==> src/psmc_map.vh <==
// constants for the pseudo-sram mode configuration block
`ifndef PSMC_MAP_VH
`define PSMC_MAP_VH
// mode word field positions on the address pins
`define PSMC_W_MODE       19
`define PSMC_B_STYLE      18
`define PSMC_B_DRV_HI     17
`define PSMC_B_DRV_LO     16
`define PSMC_B_OPM_HI     15
`define PSMC_B_OPM_LO     14
`define PSMC_B_RDYPOL     13
`define PSMC_B_WRAP       12
`define PSMC_B_LAT_HI     11
`define PSMC_B_LAT_LO     9
`define PSMC_B_RDYTIM     8
`define PSMC_B_BST_HI     7
`define PSMC_B_BST_LO     5
`define PSMC_B_DSLEEP     4
`define PSMC_B_RRET       3
`define PSMC_B_HALF       2
`define PSMC_B_SIZE_HI    1
`define PSMC_B_SIZE_LO    0
// default word: fixed, full drive, page mode, ws high, wrap, lat 3, prior, len4, dpd/par off
`define PSMC_DEFAULT      19'h0005C
// magic software sequence addresses
`define PSMC_MAGIC_A      24'h0FFFFF
`define PSMC_MAGIC_B      24'hFFFEFF
`define PSMC_MAGIC_CNT    3'h4
// field codes
`define PSMC_DRV_FULL     2'h0
`define PSMC_DRV_HALF     2'h1
`define PSMC_DRV_QTR      2'h2
`define PSMC_OPM_PAGE     2'h0
`define PSMC_OPM_BURST    2'h1
`define PSMC_BST_4        3'h2
`define PSMC_BST_8        3'h3
`define PSMC_BST_16       3'h4
`define PSMC_BST_32       3'h5
`define PSMC_BST_CONT     3'h7
`define PSMC_SZ_FULL      2'h0
`define PSMC_SZ_HALF      2'h2
`define PSMC_SZ_QTR       2'h3
// timing
`define PSMC_LP_NS        500
`define PSMC_CLK_NS       100
`define PSMC_BC_NS        1200
`endif

==> src/psmc_sync.v <==
// two-flop synchroniser for a single pin
module psmc_sync #(
  parameter RST_VAL = 1'b1
) (
  input  wire clk_sys_i,
  input  wire nrst_i,
  input  wire pin_i,
  output wire pin_o
);
  reg meta_ff; // first stage, read only by sync_ff
  reg sync_ff; // stable copy
  // metastability guard
  always @(posedge clk_sys_i or negedge nrst_i) begin
    if (!nrst_i) begin
      meta_ff <= RST_VAL;
      sync_ff <= RST_VAL;
    end else begin
      meta_ff <= pin_i;
      sync_ff <= meta_ff;
    end
  end
  assign pin_o = sync_ff;
endmodule // psmc_sync

==> src/psmc_decode.v <==
// decodes the stored mode word into usable settings
`include "psmc_map.vh"
module psmc_decode (
  input  wire [18:0] mode_i,
  output reg  [3:0]  latency_o,
  output reg  [5:0]  burst_len_o,
  output reg         burst_cont_o,
  output reg  [1:0]  drive_o,
  output reg         mode_bad_o
);
  wire [2:0] lat_w = mode_i[`PSMC_B_LAT_HI:`PSMC_B_LAT_LO]; // latency code
  wire [2:0] bst_w = mode_i[`PSMC_B_BST_HI:`PSMC_B_BST_LO]; // burst code
  wire [1:0] drv_w = mode_i[`PSMC_B_DRV_HI:`PSMC_B_DRV_LO]; // drive code
  wire [1:0] opm_w = mode_i[`PSMC_B_OPM_HI:`PSMC_B_OPM_LO]; // mode code
  wire [1:0] sz_w  = mode_i[`PSMC_B_SIZE_HI:`PSMC_B_SIZE_LO];
  // latency table, 100 is the odd one out
  always @* begin
    case (lat_w)
      3'h4:    latency_o = 4'h2;
      3'h0:    latency_o = 4'h3;
      3'h1:    latency_o = 4'h4;
      3'h2:    latency_o = 4'h5;
      3'h3:    latency_o = 4'h6;
      3'h5:    latency_o = 4'h7;
      3'h6:    latency_o = 4'h8;
      default: latency_o = 4'h9;
    endcase
  end
  // burst length table, zero length marks reserved or continuous
  always @* begin
    burst_cont_o = 1'b0;
    case (bst_w)
      `PSMC_BST_4:    burst_len_o = 6'h04;
      `PSMC_BST_8:    burst_len_o = 6'h08;
      `PSMC_BST_16:   burst_len_o = 6'h10;
      `PSMC_BST_32:   burst_len_o = 6'h20;
      `PSMC_BST_CONT: begin
        burst_len_o  = 6'h00;
        burst_cont_o = 1'b1;
      end
      default:        burst_len_o = 6'h00;
    endcase
  end
  // drive code passes through; reserved 11 falls back to full
  always @* begin
    drive_o = (drv_w == 2'h3) ? `PSMC_DRV_FULL : drv_w;
  end
  // reserved code flag for the controller's benefit
  always @* begin
    mode_bad_o = (drv_w == 2'h3) || opm_w[1] || (sz_w == 2'h1) ||
                 (bst_w == 3'h0) || (bst_w == 3'h1) || (bst_w == 3'h6);
  end
endmodule // psmc_decode

==> src/psmc_core.v <==
// mode word loader and low-power state control of the pseudo-sram
`include "psmc_map.vh"
// Behaviour
// - two load paths: strobe pin, magic reads
// - address bits 19 to 23 ignored for the word, compared in magic reads
// - mode word fields taken from address pins
// - style and drive level decoded
// - page mode or burst read selected
// - ready polarity picks valid level
// - wrap bit picks wrap or linear
// - latency code mapped to clock count
// - ready timing early or with data
// - burst code mapped to length
// - no refresh during continuous burst
// - deep sleep and partial refresh enables
// - retained half and size select
// - defaults at reset and deep exit
// - four reads, magic addresses, then word
// - pin load ends on release of cs, cfg or we, or of both byte selects
// - only retained portion refreshed
// - deep power-down beats partial refresh
// - long strobe low enters partial refresh
// - long strobe low enters deep sleep
// - deep exit reloads defaults
// - defaults use full drive
module psmc_core #(
  parameter LP_NS  = `PSMC_LP_NS,   // low-power entry hold time
  parameter CLK_NS = `PSMC_CLK_NS   // clock period
) (
  input  wire        clk_sys_i,
  input  wire        nrst_i,
  input  wire [23:0] addr_i,           // address pins
  input  wire        chip_select_n_i,
  input  wire        high_byte_sel_n_i,
  input  wire        low_byte_sel_n_i,
  input  wire        cfg_strobe_n_i,
  input  wire        write_strobe_n_i,
  input  wire        out_enable_n_i,
  input  wire        data_ready_i,     // read data valid from the datapath
  input  wire        burst_active_i,   // a burst is under way
  output reg  [18:0] mode_o,           // current mode word
  output wire        first_access_style_o,
  output wire [1:0]  drive_level_o,
  output wire [1:0]  operating_mode_sel_o,
  output wire        wrap_o,
  output wire [3:0]  latency_o,
  output wire [5:0]  burst_len_o,
  output wire        burst_cont_o,
  output wire        ready_early_o,
  output reg         ready_pin_o,      // valid indicator after polarity
  output wire        refresh_en_o,
  output wire [1:0]  refresh_region_o, // 0 full,1 bottom half,2 top half
  output wire [1:0]  refresh_quarter_o,
  output wire        refresh_part_o,
  output wire        partial_o,
  output wire        deep_o,
  output wire        data_lost_o,
  output wire        config_load_o,
  output wire        mode_bad_o
);
  // low-power hold count, least time so round up; the strobe must stay low
  // at least this long, so a short count would enter low power too early
  localparam integer LP_CYC_I = (LP_NS + CLK_NS - 1) / CLK_NS;
  localparam [7:0]   LP_CYC   = LP_CYC_I[7:0];
  // power states
  localparam [1:0] ST_STBY = 2'h0;
  localparam [1:0] ST_PAR  = 2'h1;
  localparam [1:0] ST_DPD  = 2'h2;

  wire cs_n_w, hb_n_w, lb_n_w, ps_n_w, we_n_w, oe_n_w; // synchronised pins
  reg  [23:0] a1_ff;          // address first stage
  reg  [23:0] addr_ff;        // synchronised address
  reg  [1:0]  pwr_ff;         // power state
  reg  [1:0]  nxt_pwr;
  reg  [7:0]  lp_cnt_ff;      // strobe-low time in standby
  reg  [2:0]  seq_ff;         // magic read progress
  reg         cs_d_ff;        // last chip select
  reg         arm_ff;         // pin load armed
  reg         lost_ff;        // data invalid since deep sleep
  reg         rdy_d_ff;       // delayed ready for at-data timing
  reg         load_ff;        // load pulse
  reg         rd_seen_ff;     // read seen while selected

  // synchronise control pins, idle high
  psmc_sync #(
    .RST_VAL(1'b1)
  ) u_cs (
    .clk_sys_i(clk_sys_i),
    .nrst_i   (nrst_i),
    .pin_i    (chip_select_n_i),
    .pin_o    (cs_n_w)
  );

  psmc_sync #(
    .RST_VAL(1'b1)
  ) u_hb (
    .clk_sys_i(clk_sys_i),
    .nrst_i   (nrst_i),
    .pin_i    (high_byte_sel_n_i),
    .pin_o    (hb_n_w)
  );

  psmc_sync #(
    .RST_VAL(1'b1)
  ) u_lb (
    .clk_sys_i(clk_sys_i),
    .nrst_i   (nrst_i),
    .pin_i    (low_byte_sel_n_i),
    .pin_o    (lb_n_w)
  );

  psmc_sync #(
    .RST_VAL(1'b1)
  ) u_ps (
    .clk_sys_i(clk_sys_i),
    .nrst_i   (nrst_i),
    .pin_i    (cfg_strobe_n_i),
    .pin_o    (ps_n_w)
  );

  psmc_sync #(
    .RST_VAL(1'b1)
  ) u_we (
    .clk_sys_i(clk_sys_i),
    .nrst_i   (nrst_i),
    .pin_i    (write_strobe_n_i),
    .pin_o    (we_n_w)
  );

  psmc_sync #(
    .RST_VAL(1'b1)
  ) u_oe (
    .clk_sys_i(clk_sys_i),
    .nrst_i   (nrst_i),
    .pin_i    (out_enable_n_i),
    .pin_o    (oe_n_w)
  );

  // address bus synchroniser; the word must be held stable, so a wide
  // two-stage copy is safe
  always @(posedge clk_sys_i or negedge nrst_i) begin
    if (!nrst_i) begin
      a1_ff   <= 24'h000000;
      addr_ff <= 24'h000000;
    end else begin
      a1_ff   <= addr_i;
      addr_ff <= a1_ff;
    end
  end

  // all pins share the same two-clock lag, so their relative order is kept
  wire all_low_w  = !cs_n_w && !(hb_n_w && lb_n_w) && !ps_n_w && !we_n_w; // cs, cfg, we and at least one byte select down
  wire pin_end_w  = arm_ff && !all_low_w;
  wire rd_w       = !cs_n_w && ps_n_w && we_n_w && !oe_n_w; // ordinary read
  wire cs_rise_w  = !cs_d_ff && cs_n_w;    // end of a read cycle
  wire sw_match_w = (seq_ff < 3'h3) ? (addr_ff == `PSMC_MAGIC_A) : (addr_ff == `PSMC_MAGIC_B);
  wire sw_end_w   = cs_rise_w && rd_seen_ff && (seq_ff == `PSMC_MAGIC_CNT);
  wire stby_w     = cs_n_w && !ps_n_w && (pwr_ff == ST_STBY);
  wire lp_hit_w   = stby_w && (lp_cnt_ff >= LP_CYC);
  wire dpd_exit_w = (pwr_ff == ST_DPD) && ps_n_w;

  // pin load arming: latches in standby when chip select, cfg, write and either byte select are low
  // drops as soon as chip select, cfg or write rises, or both byte selects rise, which is what ends the load
  always @(posedge clk_sys_i or negedge nrst_i) begin
    if (!nrst_i) begin
      arm_ff <= 1'b0;
    end else if (all_low_w && (pwr_ff == ST_STBY)) begin
      arm_ff <= 1'b1;
    end else begin
      arm_ff <= 1'b0;
    end
  end

  // magic read counter: each read at the expected magic address ending on chip select high counts
  // a select period without output enable is not a read and restarts it
  always @(posedge clk_sys_i or negedge nrst_i) begin
    if (!nrst_i) begin
      seq_ff  <= 3'h0;
      cs_d_ff <= 1'b1;
    end else begin
      cs_d_ff <= cs_n_w;
      if (sw_end_w || !ps_n_w || !we_n_w) begin
        seq_ff <= 3'h0; // write or strobe breaks the sequence
      end else if (cs_rise_w) begin
        seq_ff <= (sw_match_w && rd_seen_ff) ? seq_ff + 3'h1 : 3'h0;
      end
    end
  end

  // read marker for the current select period
  always @(posedge clk_sys_i or negedge nrst_i) begin
    if (!nrst_i) begin
      rd_seen_ff <= 1'b0;
    end else if (cs_rise_w) begin
      rd_seen_ff <= 1'b0; // period over
    end else if (rd_w) begin
      rd_seen_ff <= 1'b1;
    end
  end

  // mode word register; reserved upper bits never stored
  // deep exit wins over a load, the controller must wake up first anyway
  always @(posedge clk_sys_i or negedge nrst_i) begin
    if (!nrst_i) begin
      mode_o  <= `PSMC_DEFAULT;
      load_ff <= 1'b0;
    end else begin
      load_ff <= 1'b0;
      if (dpd_exit_w) begin
        mode_o <= `PSMC_DEFAULT;
      end else if (pin_end_w || sw_end_w) begin
        mode_o  <= addr_ff[`PSMC_W_MODE-1:0];
        load_ff <= 1'b1;
      end
    end
  end

  // strobe-low timer in standby with chip deselected
  // saturates so a very long hold cannot wrap back below the limit
  always @(posedge clk_sys_i or negedge nrst_i) begin
    if (!nrst_i) begin
      lp_cnt_ff <= 8'h00;
    end else if (!stby_w) begin
      lp_cnt_ff <= 8'h00;
    end else if (lp_cnt_ff < LP_CYC) begin
      lp_cnt_ff <= lp_cnt_ff + 8'h01;
    end
  end

  // power state choice
  // deep sleep is tested first, which gives it priority over partial refresh
  always @* begin
    nxt_pwr = pwr_ff;
    case (pwr_ff)
      ST_STBY: begin
        if (lp_hit_w && !mode_o[`PSMC_B_DSLEEP]) begin
          nxt_pwr = ST_DPD;
        end else if (lp_hit_w && !mode_o[`PSMC_B_RRET]) begin
          nxt_pwr = ST_PAR;
        end
      end
      ST_PAR:  if (ps_n_w) nxt_pwr = ST_STBY; // word kept
      ST_DPD:  if (ps_n_w) nxt_pwr = ST_STBY;
      default: nxt_pwr = ST_STBY;
    endcase
  end

  // power state and data-lost flag
  // set has priority, so a clear in the same cycle cannot hide data loss
  always @(posedge clk_sys_i or negedge nrst_i) begin
    if (!nrst_i) begin
      pwr_ff  <= ST_STBY;
      lost_ff <= 1'b0;
    end else begin
      pwr_ff <= nxt_pwr;
      if (pwr_ff == ST_DPD) begin
        lost_ff <= 1'b1; // data gone
      end else if (load_ff) begin
        lost_ff <= 1'b0;
      end else if (!cs_n_w && !we_n_w) begin
        lost_ff <= 1'b0; // first write after wake clears
      end
    end
  end

  // ready delayed one clock for at-data timing
  // registered so the pin never glitches while the mode word is loaded
  always @(posedge clk_sys_i or negedge nrst_i) begin
    if (!nrst_i) begin
      rdy_d_ff    <= 1'b0;
      ready_pin_o <= 1'b0;
    end else begin
      rdy_d_ff    <= data_ready_i;
      // early timing follows ready directly; at-data lags one clock
      ready_pin_o <= (mode_o[`PSMC_B_RDYTIM] ? rdy_d_ff : data_ready_i) ^ mode_o[`PSMC_B_RDYPOL];
    end
  end

  // field decode is purely combinational from the stored word
  psmc_decode u_dec (
    .mode_i      (mode_o),
    .latency_o   (latency_o),
    .burst_len_o (burst_len_o),
    .burst_cont_o(burst_cont_o),
    .drive_o     (drive_level_o),
    .mode_bad_o  (mode_bad_o)
  );

  assign first_access_style_o = mode_o[`PSMC_B_STYLE];
  assign operating_mode_sel_o = mode_o[`PSMC_B_OPM_HI:`PSMC_B_OPM_LO];
  assign wrap_o               = !mode_o[`PSMC_B_WRAP];
  assign ready_early_o        = !mode_o[`PSMC_B_RDYTIM];
  // refresh stops in deep sleep and during continuous bursts
  assign refresh_en_o   = (pwr_ff != ST_DPD) && !(burst_cont_o && burst_active_i);
  assign refresh_part_o = (pwr_ff == ST_PAR);
  assign refresh_region_o = (pwr_ff != ST_PAR || mode_o[`PSMC_B_SIZE_HI:`PSMC_B_SIZE_LO] == `PSMC_SZ_FULL) ?
                            2'h0 : (mode_o[`PSMC_B_HALF] ? 2'h2 : 2'h1);
  assign refresh_quarter_o = (mode_o[`PSMC_B_SIZE_HI:`PSMC_B_SIZE_LO] == `PSMC_SZ_QTR) ?
                             2'h1 : 2'h0; // quarter within chosen half
  assign partial_o     = (pwr_ff == ST_PAR);
  assign deep_o        = (pwr_ff == ST_DPD);
  assign data_lost_o   = lost_ff;
  assign config_load_o = load_ff;
endmodule // psmc_core

==> config.mk <==
export PLATFORM = sky130hd
export DESIGN_NAME = psmc_core
export DESIGN_NICKNAME = d
export VERILOG_FILES = /design/src/psmc_sync.v /design/src/psmc_decode.v /design/src/psmc_core.v
export VERILOG_INCLUDE_DIRS = /design/src
export SDC_FILE = /design/constraint.sdc
export NUM_CORES = 1
export LEC_CHECK = 0
export ABC_AREA = 0
export BUFFER_PORTS_ARGS = -buffer_cell sky130_fd_sc_hd__buf_2
export CAP_MARGIN = 20
export CORE_ASPECT_RATIO = 0.5
export CORE_MARGIN = 1
export CORE_UTILIZATION = 47
export CTS_CLUSTER_DIAMETER = 50
export CTS_CLUSTER_SIZE = 20
export DETAILED_ROUTE_END_ITERATION = 7
export PLACE_DENSITY = 0.74
export RECOVER_POWER = 50
export SYNTH_ARGS = -nofsm -noshare
export SYNTH_HDL_FRONTEND = slang
export SYNTH_SLANG_ARGS = --single-unit
==> constraint.sdc <==
create_clock -name clk_sys_i -period 1.6 [get_ports clk_sys_i]
set_input_delay 0.16 -clock clk_sys_i [delete_from_list [all_inputs] [get_ports clk_sys_i]]
set_output_delay 0.16 -clock clk_sys_i [all_outputs]
set_load 0.005 [all_outputs]
==> results_dict.tcl <==
set metrics [dict create \
    outcome "finished, violations left" \
    violations "negative setup slack" \
    slowest_stage "dfrtp_1" \
    tightest_slew_ns 0.722 \
    synth_compound_area_frac 0.100 \
    drc 0 \
    grt_pass1_wl_um 12400 \
    die_w_um 125 \
    rr_startpoint "lp_cnt_ff[1]" \
    synth_top_family_by_area "simple AND/OR/NAND/NOR gates" \
    timing.final.ws_setup_ns -0.0517 \
    p_leak_nw 2.36 \
    synth_edf_count 0 \
    postPlaceCellArea_um2 4150 \
    worstPathRequired_ns 1.83 \
    post_drt_via_cell_ratio 5.09 \
    layout_commonest_cell "dfrtp_1" \
    vdd_drop_max_mv 1.01 \
    rsz0062_at_grt "true" \
    r2r_slack_ns -0.05 \
    clkSinkCount 99 \
    critPathMaxFanout 3 \
    swShare 0.255 \
    synth.cell_area_um2 3530 \
    hp-start "a1_ff[16]" \
    holdPathStages 0 \
    setup_viol 4 \
    grt_use_total 0.213 \
    cp.arrival_ns 1.89 \
    synth_mux_area_frac 0.00566 \
    yosys_register_bits 99 \
    antenna_found_initial 0 \
    holdPathEnd "addr_ff[16]" \
    final_util 0.707 \
    num_antenna_cells 0 \
    drv_slew 0 \
    p_int_w 0.00443 \
    synthAdderAreaFrac 0.0283 \
    power_frac_comb 0.141 \
    path_clk_slew_ns 0.07 \
    critical_path_class "reg2reg" \
    p_per_area_nw_per_um2 1210 \
    dr.first_iter.drc_count 103 \
    postSynthCellCount 247 \
    skew_ns 0.0103 \
    crit_buf_inv 2 \
    synthSimpleGateAreaFrac 0.113 \
    wl_per_cell_um 16.1 \
    vias 2484 \
    cts_tree "yes" \
    crit_chain "inv_1, ha_2, and2b_2, buf_4, nor4b_2, xnor2_1, nor2_1" \
    synth_xor_area_frac 0.0124 \
    die_h_um 63.3 \
    final_antenna_net_count 0 \
    grt_max_degree 47 \
    syn2layout_area_growth_pct 39.4 \
    synth.distinct_cells 48 \
    top_level_ports 83 \
    cts-root-buf "clkbuf_16" \
    syn_area_per_cell_um2 14.3 \
    critPathMaxStageDelay_ns 0.38 \
    start_util 0.508 \
    numPortBuffers 79 \
    finalHoldViolations 0 \
    slew_headroom 0.519 \
    fp.dieArea_um2 7890 \
    cp-startpoint "lp_cnt_ff[1]" \
    tns_ns -0.134 \
    period_share 1.03 \
    post-dp-hpwl_um 4800 \
    cts_made_buffers 9 \
    ys_warn_count 0 \
    mostFrequentLayoutCells "dfrtp_1, buf_2, dlygate4sd3_1, buf_4, dfstp_2" \
    cap_violations 0 \
    htree_levels 3 \
    grt_pass1_vias 2530 \
    pwr-share-seq 0.500 \
    stdcell_area_um2 4930 \
    seq_area_frac_synth 0.707 \
    firstDrtPassIters 4 \
    fp-row-count 21 \
    coreArea_um2 6960 \
    r2r-end "lp_cnt_ff[2]" \
    max_freq_mhz 605 \
    r2r_cells 7 \
    hold_class "reg2reg" \
    p_clk_frac 0.359 \
    fin_crit_ns 1.65 \
    wl_um 7860 \
    crit_path_end_kind "register" \
    place_congestion 0.798 \
    synth-async-reset-ratio 1.00 \
    cp-start-kind "register" \
    dpl_worst_slack_ns -0.116 \
    clkLatencyLatePin_ns 0.35 \
    nNetsFinal 433 \
    cp_top_family "simple AND/OR/NAND/NOR gates" \
    overflow 0 \
    drive_above_1_share 0.419 \
    cts_buffer_depth 2 \
    power_switching_w 0.00151 \
    synthFlopType "dfrtp_1" \
]
## worst max-delay path by stage
stage                     cells after the start      endpoint
after detailed placement                      4    mode_o[11]
after global placement                        4     pwr_ff[0]
after floorplan                               6     pwr_ff[0]
final                                         7  lp_cnt_ff[2]
after CTS                                     7  lp_cnt_ff[2]
after global routing                          4     pwr_ff[0]
## power by group through the flow
stage               clock (W)  sequential, W  combinational, W
global route          0.00228        0.00301          0.000914
floorplan                   0        0.00296          0.000311
detailed placement          0        0.00300          0.000704
CTS                   0.00215        0.00296          0.000797
global placement            0        0.00299          0.000674
finish                0.00214        0.00298          0.000837
## per-layer routing
layer  routed length (um)  GRT usage
met3                  311     0.0739
met4                  137     0.0783
met5                    0          0
met1                 3240      0.247
met2                 4180      0.368
## metrics by stage
stage | power [W] | cells | hold slack, ns
after global routing | 0.00620 | 488 | 0.352
after CTS | 0.00591 | 483 | 0.273
after floorplan | 0.00327 | 249 | -0.136
after global placement | 0.00366 | 430 | 0.0992
final | 0.00595 | 488 | 0.347
after detailed placement | 0.00371 | 430 | 0.103
## what timing repair did
item,in CTS,in global routing
endpoints found under the setup margin,26,32
buffers inserted,4,5
endpoints found under the hold margin,56,0
resized for setup,10,16
hold buffers,32,0
cloned,1,0
pin swaps,6,25
## sequential cells by signal, indices dropped and copies added (netlist names), 2 cells and up
name	flops
seq_ff	3
mode_o	19
a1_ff	24
lp_cnt_ff	8
pwr_ff	2
addr_ff	24
## cell families after synthesis
kind of cell | Yosys count
AO/OA/AOI/OAI | 44
XOR/XNOR | 5
adder cells (fa/ha/maj) | 8
buffers and inverters | 21
flip-flops | 99
multiplexers | 2
other | 1
AND/OR/NAND/NOR | 67
## layout make-up
cell class | instances | area, um^2
inverter | 12 | 52.6
clock inverter | 6 | 66.3
multi-input combinational | 129 | 1020
sequential | 99 | 2500
fill | 433 | 2040
timing repair inverter | 1 | 8.76
clock buffer | 10 | 229
tap | 92 | 115
timing repair buffer | 139 | 937
## cells in the mapped netlist, types with 2 or more instances
cell type  number  area share
dfrtp_1        82        0.58
and2_1          6       0.011
dfstp_2        17        0.13
inv_1          11       0.012
a21oi_1         4      0.0057
ha_1            8       0.028
o22a_1          3      0.0074
o2111ai_1       2      0.0050
nor2_1         13       0.014
nor2b_1         5      0.0088
nand2_1        11       0.012
a22o_1         15       0.037
o21ai_1         4      0.0057
nand4_1         4      0.0071
o211ai_1        3      0.0064
nand3_1         4      0.0057
buf_4           7       0.015
nor3b_1         4      0.0085
o21ai_0         4      0.0057
mux2i_1         2      0.0057
nor3_1          3      0.0042
xnor2_1         5       0.012
and3b_1         3      0.0074
nand3b_1        3      0.0064
(Power assumes the default switching activity.)
